File: src/pkg/tcsel_pkg.sv
// Constants for the timer 0/1 clock select and prescaler block
package tcsel_pkg;
  localparam logic [7:0] TCSEL_CLK_CTRL_ADDR = 8'h8E;
  localparam logic [7:0] TCSEL_CLK_CTRL_RESET = 8'h00;
  localparam logic [7:0] TCSEL_CLK_CTRL_WMASK = 8'h1B;
  localparam int TCSEL_T1_SEL_BIT = 4;
  localparam int TCSEL_T0_SEL_BIT = 3;
  localparam int TCSEL_FIELD_LSB = 0;
  localparam int TCSEL_FIELD_W = 2;
  localparam logic [1:0] TCSEL_PRE_SYS12 = 2'h0;
  localparam logic [1:0] TCSEL_PRE_SYS4 = 2'h1;
  localparam logic [1:0] TCSEL_PRE_SYS48 = 2'h2;
  localparam logic [1:0] TCSEL_PRE_EXT8 = 2'h3;
  localparam int TCSEL_DIV_SYS12 = 12;
  localparam int TCSEL_DIV_SYS4 = 4;
  localparam int TCSEL_DIV_SYS48 = 48;
  localparam int TCSEL_DIV_EXT8 = 8;
  localparam int TCSEL_CNT_W = 6;
  localparam int TCSEL_SYNC_STAGES = 3;
endpackage

File: src/pkg/tcsel_if.sv
// Carrier between the control logic and the prescaler
`timescale 1ns/1ps
`default_nettype none
interface tcsel_if;
  logic [1:0] shared_prescale_field;
  logic ext_edge;
  logic presc_tick;
  modport ctrl (output shared_prescale_field, output ext_edge, input presc_tick);
  modport presc (input shared_prescale_field, input ext_edge, output presc_tick);
endinterface
`default_nettype wire

File: src/rtl/tcsel_prescaler.sv
// Shared prescaler producing one-cycle ticks at the selected division
`timescale 1ns/1ps
`default_nettype none
module tcsel_prescaler
  import tcsel_pkg::*;
(
  input wire logic clock,
  input wire logic rst_n,
  tcsel_if.presc pif
);
  function automatic logic [TCSEL_CNT_W-1:0] div_terminal(input logic [1:0] f);
    logic [TCSEL_CNT_W-1:0] t;
    t = '0;
    case (f)
      TCSEL_PRE_SYS12: t = TCSEL_CNT_W'(TCSEL_DIV_SYS12 - 1);
      TCSEL_PRE_SYS4: t = TCSEL_CNT_W'(TCSEL_DIV_SYS4 - 1);
      TCSEL_PRE_SYS48: t = TCSEL_CNT_W'(TCSEL_DIV_SYS48 - 1);
      default: t = TCSEL_CNT_W'(TCSEL_DIV_EXT8 - 1);
    endcase
    return t;
  endfunction

  logic [TCSEL_CNT_W-1:0] cnt_reg;
  logic [1:0] field_last_reg;
  // Cycles since the last tick, kept apart from the divider count
  logic [TCSEL_CNT_W-1:0] gap_reg;
  wire logic field_changed = (pif.shared_prescale_field != field_last_reg);
  // External mode counts synchronised oscillator edges, others every clock
  wire logic advance = (pif.shared_prescale_field == TCSEL_PRE_EXT8) ? pif.ext_edge : 1'b1;
  wire logic at_term = (cnt_reg == div_terminal(pif.shared_prescale_field));
  wire logic [TCSEL_CNT_W-1:0] cnt_next = field_changed ? '0 :
    (!advance ? cnt_reg : (at_term ? '0 : cnt_reg + TCSEL_CNT_W'(1)));

  assign pif.presc_tick = advance && at_term && !field_changed;

  wire logic gap_full = (gap_reg == '1);
  wire logic [TCSEL_CNT_W-1:0] gap_next = (pif.presc_tick || field_changed) ? '0 :
    (gap_full ? gap_reg : gap_reg + TCSEL_CNT_W'(1));

  always_ff @(posedge clock or negedge rst_n)
  begin
    if (!rst_n)
    begin
      cnt_reg <= '0;
      field_last_reg <= TCSEL_PRE_SYS12;
      gap_reg <= '0;
    end
    else
    begin
      cnt_reg <= cnt_next;
      field_last_reg <= pif.shared_prescale_field;
      gap_reg <= gap_next;
    end
  end
endmodule
`default_nettype wire

File: src/rtl/tcsel_top.sv
// Timer 0/1 clock select register, input synchronisers and tick outputs
`timescale 1ns/1ps
`default_nettype none
module tcsel_top
  import tcsel_pkg::*;
(
  input wire logic clock,
  input wire logic rst_n,
  input wire logic [7:0] sfr_addr,
  input wire logic sfr_wr_en,
  input wire logic sfr_rd_en,
  input wire logic [7:0] sfr_wdata,
  input wire logic timer0_counter_mode,
  input wire logic timer1_counter_mode,
  input wire logic ext_osc_clk,
  input wire logic timer0_pin,
  input wire logic timer1_pin,
  output logic [7:0] sfr_rdata,
  output logic timer0_tick,
  output logic timer1_tick,
  output logic [1:0] active_prescale_field
);
  tcsel_if pif ();

  logic [7:0] timer_clock_control_reg;
  logic [7:0] sfr_rdata_reg;
  logic timer0_tick_reg;
  logic timer1_tick_reg;

  // Three-stage synchronisers for the pins and external oscillator
  logic [TCSEL_SYNC_STAGES-1:0] osc_sync_reg;
  logic [TCSEL_SYNC_STAGES-1:0] t0_sync_reg;
  logic [TCSEL_SYNC_STAGES-1:0] t1_sync_reg;
  logic osc_level_reg;
  logic t0_level_reg;
  logic t1_level_reg;

  wire logic addr_hit = (sfr_addr == TCSEL_CLK_CTRL_ADDR);
  wire logic reg_write = sfr_wr_en && addr_hit;
  wire logic reg_read = sfr_rd_en && addr_hit;
  wire logic [7:0] ctrl_next = reg_write ? (sfr_wdata & TCSEL_CLK_CTRL_WMASK)
                                         : timer_clock_control_reg;
  wire logic [7:0] rdata_next = reg_read ? (timer_clock_control_reg & TCSEL_CLK_CTRL_WMASK)
                                         : 8'h00;

  wire logic timer0_sysclk_select = timer_clock_control_reg[TCSEL_T0_SEL_BIT];
  wire logic timer1_sysclk_select = timer_clock_control_reg[TCSEL_T1_SEL_BIT];
  wire logic [1:0] shared_prescale_field =
    timer_clock_control_reg[TCSEL_FIELD_LSB +: TCSEL_FIELD_W];

  // A level change counts once the second and third stages agree
  wire logic osc_agree = (osc_sync_reg[1] == osc_sync_reg[2]);
  wire logic t0_agree = (t0_sync_reg[1] == t0_sync_reg[2]);
  wire logic t1_agree = (t1_sync_reg[1] == t1_sync_reg[2]);
  wire logic osc_level_next = osc_agree ? osc_sync_reg[2] : osc_level_reg;
  wire logic t0_level_next = t0_agree ? t0_sync_reg[2] : t0_level_reg;
  wire logic t1_level_next = t1_agree ? t1_sync_reg[2] : t1_level_reg;
  wire logic osc_rise = osc_level_next && !osc_level_reg;
  wire logic t0_fall = !t0_level_next && t0_level_reg;
  wire logic t1_fall = !t1_level_next && t1_level_reg;

  assign pif.shared_prescale_field = shared_prescale_field;
  assign pif.ext_edge = osc_rise;

  tcsel_prescaler u_prescaler (
    .clock(clock),
    .rst_n(rst_n),
    .pif(pif)
  );

  // Timer mode picks the system clock or the shared tick; counter mode ignores it
  wire logic t0_timer_src = timer0_sysclk_select ? 1'b1 : pif.presc_tick;
  wire logic t1_timer_src = timer1_sysclk_select ? 1'b1 : pif.presc_tick;
  wire logic timer0_tick_next = timer0_counter_mode ? t0_fall : t0_timer_src;
  wire logic timer1_tick_next = timer1_counter_mode ? t1_fall : t1_timer_src;

  always_ff @(posedge clock or negedge rst_n)
  begin
    if (!rst_n)
    begin
      timer_clock_control_reg <= TCSEL_CLK_CTRL_RESET;
      sfr_rdata_reg <= 8'h00;
    end
    else
    begin
      timer_clock_control_reg <= ctrl_next;
      sfr_rdata_reg <= rdata_next;
    end
  end

  always_ff @(posedge clock or negedge rst_n)
  begin
    if (!rst_n)
    begin
      osc_sync_reg <= '0;
      t0_sync_reg <= '1;
      t1_sync_reg <= '1;
    end
    else
    begin
      osc_sync_reg <= {osc_sync_reg[TCSEL_SYNC_STAGES-2:0], ext_osc_clk};
      t0_sync_reg <= {t0_sync_reg[TCSEL_SYNC_STAGES-2:0], timer0_pin};
      t1_sync_reg <= {t1_sync_reg[TCSEL_SYNC_STAGES-2:0], timer1_pin};
    end
  end

  always_ff @(posedge clock or negedge rst_n)
  begin
    if (!rst_n)
    begin
      osc_level_reg <= 1'b0;
      t0_level_reg <= 1'b1;
      t1_level_reg <= 1'b1;
    end
    else
    begin
      osc_level_reg <= osc_level_next;
      t0_level_reg <= t0_level_next;
      t1_level_reg <= t1_level_next;
    end
  end

  always_ff @(posedge clock or negedge rst_n)
  begin
    if (!rst_n)
    begin
      timer0_tick_reg <= 1'b0;
      timer1_tick_reg <= 1'b0;
    end
    else
    begin
      timer0_tick_reg <= timer0_tick_next;
      timer1_tick_reg <= timer1_tick_next;
    end
  end

  assign sfr_rdata = sfr_rdata_reg;
  assign timer0_tick = timer0_tick_reg;
  assign timer1_tick = timer1_tick_reg;
  assign active_prescale_field = timer_clock_control_reg[TCSEL_FIELD_LSB +: TCSEL_FIELD_W];
endmodule
`default_nettype wire

File: config.mk
export PLATFORM = sky130hd
export DESIGN_NAME = tcsel_top
export DESIGN_NICKNAME = d
export VERILOG_FILES = /design/src/pkg/tcsel_pkg.sv /design/src/pkg/tcsel_if.sv /design/src/rtl/tcsel_prescaler.sv /design/src/rtl/tcsel_top.sv
export SDC_FILE = /design/constraint.sdc
export NUM_CORES = 1
export LEC_CHECK = 0
export BUFFER_PORTS_ARGS = -buffer_cell sky130_fd_sc_hd__clkbuf_2
export CORE_AREA = 2 2 52 54
export CTS_CLUSTER_DIAMETER = 80
export DETAILED_ROUTE_END_ITERATION = 16
export DIE_AREA = 0 0 54 56
export PLACE_DENSITY = 0.79
export SLEW_MARGIN = 15
export SYNTH_ARGS = -nofsm -noshare
export SYNTH_HDL_FRONTEND = slang
export SYNTH_SLANG_ARGS = --single-unit
export TNS_END_PERCENT = 20
File: constraint.sdc
create_clock -name clock -period 2.75 [get_ports clock]
set_clock_uncertainty 0.2 [all_clocks]
set_input_delay 0.275 -clock clock [delete_from_list [all_inputs] [get_ports clock]]
set_output_delay 0.275 -clock clock [all_outputs]
set_load 0.01 [all_outputs]
==> run_results.csv, run 1 <==
group,metric,value,unit
run_status,status,"finished, final reports clean",
grt,grt_pass1_vias,743,
synth,synth_compound_area_share,6.74,%
detailed_routing,drtPass1Iterations,4,
critical_path,crit_chain,"xor2_2 > nand4b_1 > o31ai_1 > o21ba_1",
critical_path,crit_fanout,9,
synth,synth_top_family_by_area,"simple AND/OR/NAND/NOR gates",
floorplan,io-pin-count,37,
power_and_ir_drop,power.leakage,0.000776,µW
grt,grt-ovfl-total,0,
detailed_routing,avgViaCountPerCell,4.95,
power_and_ir_drop,power,998,µW
critical_path,cp.arrival,2080,ps
place,gp_congestion,0.757,
detailed_routing,drtIter0Drc,7,
clock_tree,clkSinkCount,30,
synth,synthXorXnorAreaFrac,6.24,%
detailed_routing,drt.antenna.violating_nets,0,
clock_tree,post_cts_buffers,0,
clock_tree,cts_tree,"done",
clock_tree,cts-root-buf,"clkbuf_4",
critical_path,cp_num_buf_inv,0,
hold_path,min_from,"sfr_addr[5]",
clock_tree,cts_resized,0,
place,dp_hpwl,1.49,mm
critical_path,cp.required,2770,ps
grt,grt_first_pass_wirelength,3.25,mm
critical_path,crit_start,"timer_clock_control_reg[0]",
critical_path,path_class,"register to register",
synth,synthSimpleGateAreaFrac,13.7,%
synth,yosysWarnings,0,
final_layout,final_cell_mix,"clkbuf_2, dfrtp_1, dlygate4sd3_1",
floorplan,core_area,2430,µm²
clock_tree,clk_latency,320,ps
clock_tree,cts_buffers,5,
detailed_routing,wl,2.06,mm
sta,tightest_slew,725,ps
sta,whs,110,ps
final_layout,regArea,761,µm²
floorplan,initial_core_util,51.1,%
final_layout,n_fill_cell,183,
final_layout,multi_input_area,434,µm²
synth,yosys_register_bits,30,
floorplan,rows,18,
job,maxCapViolCount,0,
sta,setup_tns,0,ps
sta,hold_violations,0,
place,port_buffers,28,
critical_path,reg2reg_from,"timer_clock_control_reg[0]",
synth,synthAdderAreaFrac,3.42,%
final_layout,final_common_cell,"clkbuf_2",
sta,rsz0062_at_grt,"false",
grt,track_usage,15.5,%
power_and_ir_drop,ir_drop,0.556,mV
sta,final_max_slew_viol_count,0,
detailed_routing,drc,0,
hold_path,hold_class,"primary input to register",
clock_tree,clk_path_buf_depth,2,
detailed_routing,vias,837,
synth,syn_area,1240,µm²
final_layout,largest_reg_flops,6,
critical_path,startpoint_type,"register",
floorplan,chipHeight,56,µm
sta,fmax,485,MHz
place,placed_area,1370,µm²
synth,ys_seq_area_share,61.2,%
final_layout,fin_nets,164,
critical_path,slowest_stage,"o31ai_1",
critical_path,cpPeakStageDelay,670,ps
critical_path,end_kind,"register",
detailed_routing,wl_per_cell,12.2,µm
clock_tree,clk_pin_slew_worst_paths,80,ps
floorplan,die-area,3020,µm²
final_layout,area_growth,24.0,%
grt,grt_max_degree,31,
sta,slew-limit-headroom,51.3,%
synth,synth_mux_area_share,3.62,%
sta,post-route-period-util,75.0,%
synth,yosysUniqueCellTypes,29,
final_layout,drive_above_1_share,37.4,%
sta,min_period,2060,ps
synth,avgSynthCellArea,12.8,µm²
critical_path,cp_top_family,"compound AO/OA/AOI/OAI gates",
final_layout,finalCoreUtilization,63.4,%
floorplan,die-width,54,µm
synth,synthCells,97,
sta,setup_viol,0,
final_layout,finalInstanceArea,1540,µm²
grt,antenna_found_initial,0,
final_layout,diodes,0,
power_and_ir_drop,p_per_area,647,nW/µm²
clock_tree,cts_max_level,2,
[synthesized netlist by cell type, drive strengths merged]
master | instances | area share [%]
conb | 1 | 0.30
mux2 | 4 | 3.6
a22oi | 2 | 2.0
and3 | 5 | 2.6
o21ba | 1 | 0.80
nand4b | 2 | 1.4
maj3 | 3 | 2.4
and3b | 1 | 0.70
ha | 1 | 1.0
o2111ai | 1 | 0.70
o21a | 1 | 0.60
dfstp | 8 | 17
o31ai | 1 | 0.60
nand2 | 5 | 1.5
buf | 7 | 4.5
o21ai | 3 | 1.2
nor4 | 1 | 0.50
nand4 | 2 | 1.0
a21oi | 2 | 0.80
xor2 | 8 | 6.2
nor2 | 10 | 3.0
dfrtp | 22 | 44
clkbuf | 1 | 0.30
nand2b | 2 | 1.0
or4b | 1 | 1.1
nor3 | 2 | 0.80
[layout make-up]
cell class,count,area share [%]
clock buffer,7,3.57
clock inverter,1,0.324
multi-input combinational,62,28.1
sequential,30,49.3
tap,30,2.43
timing repair buffer,39,16.2
[cells by family (layout without fill, tap and decap cells)]
kind of cell | count (synthesis) | after routing
buffers and inverters | 8 | 47
muxes | 4 | 4
DFF | 30 | 30
AOI/OAI and AO/OA | 11 | 11
other | 1 | 4
and+or+nand+nor | 31 | 31
xor gates and xnor gates | 8 | 8
adders and majority gates | 4 | 4
[worst paths after layout]
path | end | slack [ps] | depth (start not counted)
setup / recovery | u_prescaler.cnt_reg[5] | 690 | 4
hold / removal | sfr_rdata[0] | 110 | 3
setup reg to reg | u_prescaler.cnt_reg[5] | 690 | 4
hold reg to reg | osc_sync_reg[1] | 160 | 0
max in group asynchronous | u_prescaler.cnt_reg[1] | 1590 | 2
min in group asynchronous | osc_sync_reg[2] | 320 | 2
[metrics by stage]
stage / std cells / setup WS (ps)
3_5_place_dp: 150 / 729
2_1_floorplan: 100 / 991
5_1_grt: 169 / 558
4_1_cts: 169 / 720
6_report: 169 / 689
3_3_place_gp: 150 / 759
[report_power, final]
part           total (µW)  switching [µW]  internal (µW)
Clock                 263             139            124
Sequential            558            55.8            502
Combinational         178            84.3           93.5
Total                 998             279            719
[worst register-to-register path: cells and delay by family (launching register included)]
| family | cells | cell delay (ps) |
|---|---|---|
| AO/OA/AOI/OAI | 2 | 900 |
| flip-flops | 1 | 560 |
| XOR/XNOR | 1 | 160 |
| AND/OR/NAND/NOR | 1 | 140 |
[routing by layer]
layer  GRT usage [%]  wire length (µm)  vias to the layer above
li1                -                 -                      409
met1            18.1               911                      396
met2            23.3              1000                       28
met3            8.06               128                        4
met4            6.43                24                        0
met5               0                 0                        -
[what timing repair did]
action	in CTS	in global routing
hold buffers	11	0
endpoints found under the setup margin	0	0
hold endpoints to repair	32	0
(Power assumes the default switching activity.)
==> run 2: changes to the inputs <==
CORE_AREA = 2 2 56 58   (was 2 2 52 54)
DIE_AREA = 0 0 58 60   (was 0 0 54 56)
PLACE_DENSITY = 0.72   (was 0.79)
clock period = 1.72 ns   (was 2.75 ns; I/O delays follow)
==> run_results.csv, run 2 (same netlist as run 1, synthesis figures left out) <==
group,metric,value,unit
sta,min_period,1720,ps
floorplan,rows,20,
sta,whs,107,ps
final_layout,diodes,0,
power_and_ir_drop,ir_drop,0.663,mV
sta,slew-limit-headroom,51.4,%
job,maxCapViolCount,0,
detailed_routing,drt.antenna.violating_nets,0,
clock_tree,cts_tree,"done",
detailed_routing,vias,899,
grt,grt-ovfl-total,0,
critical_path,path_class,"register to register",
floorplan,die-area,3480,µm²
clock_tree,clkSinkCount,30,
critical_path,r2r-end,"u_prescaler.cnt_reg[5]",
critical_path,crit_fanout,6,
power_and_ir_drop,p_per_area,1120,nW/µm²
detailed_routing,drtIter0Drc,17,
grt,grt.busiest_layer,"met2",
grt,grt_max_degree,31,
final_layout,drive_above_1_share,49.7,%
clock_tree,cts_buffers,5,
hold_path,worstHoldPathCells,3,
detailed_routing,drtPass1Iterations,5,
place,placed_area,1450,µm²
clock_tree,clk_path_buf_depth,2,
sta,setup_viol,0,
critical_path,reg2regPathDepth,6,
floorplan,core_area,2900,µm²
critical_path,reg2reg_slack,0.4,ps
sta,fmax,582,MHz
clock_tree,clk_latency,330,ps
critical_path,startpoint_type,"register",
sta,final_max_slew_viol_count,0,
detailed_routing,drc,0,
power_and_ir_drop,power,1930,µW
detailed_routing,avgViaCountPerCell,4.83,
floorplan,io-pin-count,37,
floorplan,initial_core_util,42.8,%
power_and_ir_drop,power.leakage,0.000857,µW
grt,grt_util_met2,27.4,%
final_layout,fin_nets,178,
sta,post-route-period-util,100,%
critical_path,cp.required,1750,ps
final_layout,final_cell_mix,"clkbuf_2, dfrtp_1, buf_4",
critical_path,end_kind,"register",
sta,rsz0062_at_grt,"true",
place,port_buffers,28,
sta,tightest_slew,730,ps
grt,antenna_found_initial,0,
floorplan,die-width,58,µm
clock_tree,cts-root-buf,"clkbuf_4",
grt,track_usage,15.6,%
grt,grt_first_pass_wirelength,4.00,mm
hold_path,hold_end,"timer_clock_control_reg[3]",
grt,grt_pass1_vias,945,
detailed_routing,wl_per_cell,12.9,µm
detailed_routing,wl,2.39,mm
hold_path,min_from,"sfr_wr_en",
floorplan,chipHeight,60,µm
final_layout,finalInstanceArea,1720,µm²
final_layout,area_growth,38.3,%
sta,hold_violations,0,
clock_tree,clk_pin_slew_worst_paths,90,ps
grt,met3_usage,5.84,%
place,gp_congestion,0.765,
final_layout,final_common_cell,"clkbuf_2",
final_layout,finalCoreUtilization,59.3,%
place,dp_hpwl,1.48,mm
critical_path,reg2reg_from,"u_prescaler.cnt_reg[5]",
critical_path,cp.arrival,1750,ps
grt,met1_usage,17.0,%
run_status,status,"finished, final reports clean",
clock_tree,cts_max_level,2,
hold_path,hold_class,"primary input to register",
final_layout,largest_reg_flops,6,
## run 2: critical path, cell delays in order (launching register included)
cell,delay (ps)
dfrtp_2,460
xor2_1,200
a21oi_2,90
buf_4,150
o31ai_4,240
buf_6,150
o21ba_1,140
## run 2: timing repair
item                                    in CTS  in global routing
resized for setup                            8                  4
buffers inserted                             4                  1
hold buffers                                11                  0
endpoints found under the setup margin       2                  8
cloned                                       0                  0
pin swaps                                    7                  3
endpoints found under the hold margin       35                  0
## run 2: worst max path at each step
stage | startpoint | to | slack (ps) | depth (start not counted)
after floorplan | timer_clock_control_reg[0] | timer1_tick | -40 | 5
after global placement | timer_clock_control_reg[0] | timer1_tick | -30 | 4
after detailed placement | timer_clock_control_reg[0] | timer1_tick | -80 | 4
after CTS | u_prescaler.cnt_reg[5] | timer1_tick | 20 | 4
after global routing | timer_clock_control_reg[1] | timer1_tick | -60 | 4
final | u_prescaler.cnt_reg[5] | u_prescaler.cnt_reg[5] | 0.4 | 6
## run 2: layout make-up
cell class	instances	area, µm²
Fill cell	230	1180
Sequential cell	30	766
Multi-Input combinational cell	62	469
Timing Repair Buffer	53	359
Clock buffer	7	55.1
Tap cell	33	41.3
Clock inverter	1	30.0
## run 2: layer usage
metal	wire length (µm)	share of wire (%)
met5	0	0
met4	35	1.5
met3	108	4.5
met2	1260	53
met1	988	41
## run 2: power breakdown
| group | switching (µW) | total [µW] | internal [µW] | leakage [µW] |
|---|---|---|---|---|
| clock | 232 | 579 | 347 | 0.0000455 |
| combinational | 200 | 457 | 257 | 0.000446 |
| sequential | 84.8 | 890 | 805 | 0.000366 |
## run 2: metrics by stage
stage	instances	setup TNS [ps]	worst slack (ps)
after floorplan	100	-51.0	-38.2
after global placement	162	-31.2	-28.1
after detailed placement	162	-129	-76.9
after CTS	185	0	17.0
after global routing	186	-165	-62.4
final	186	0	0.390
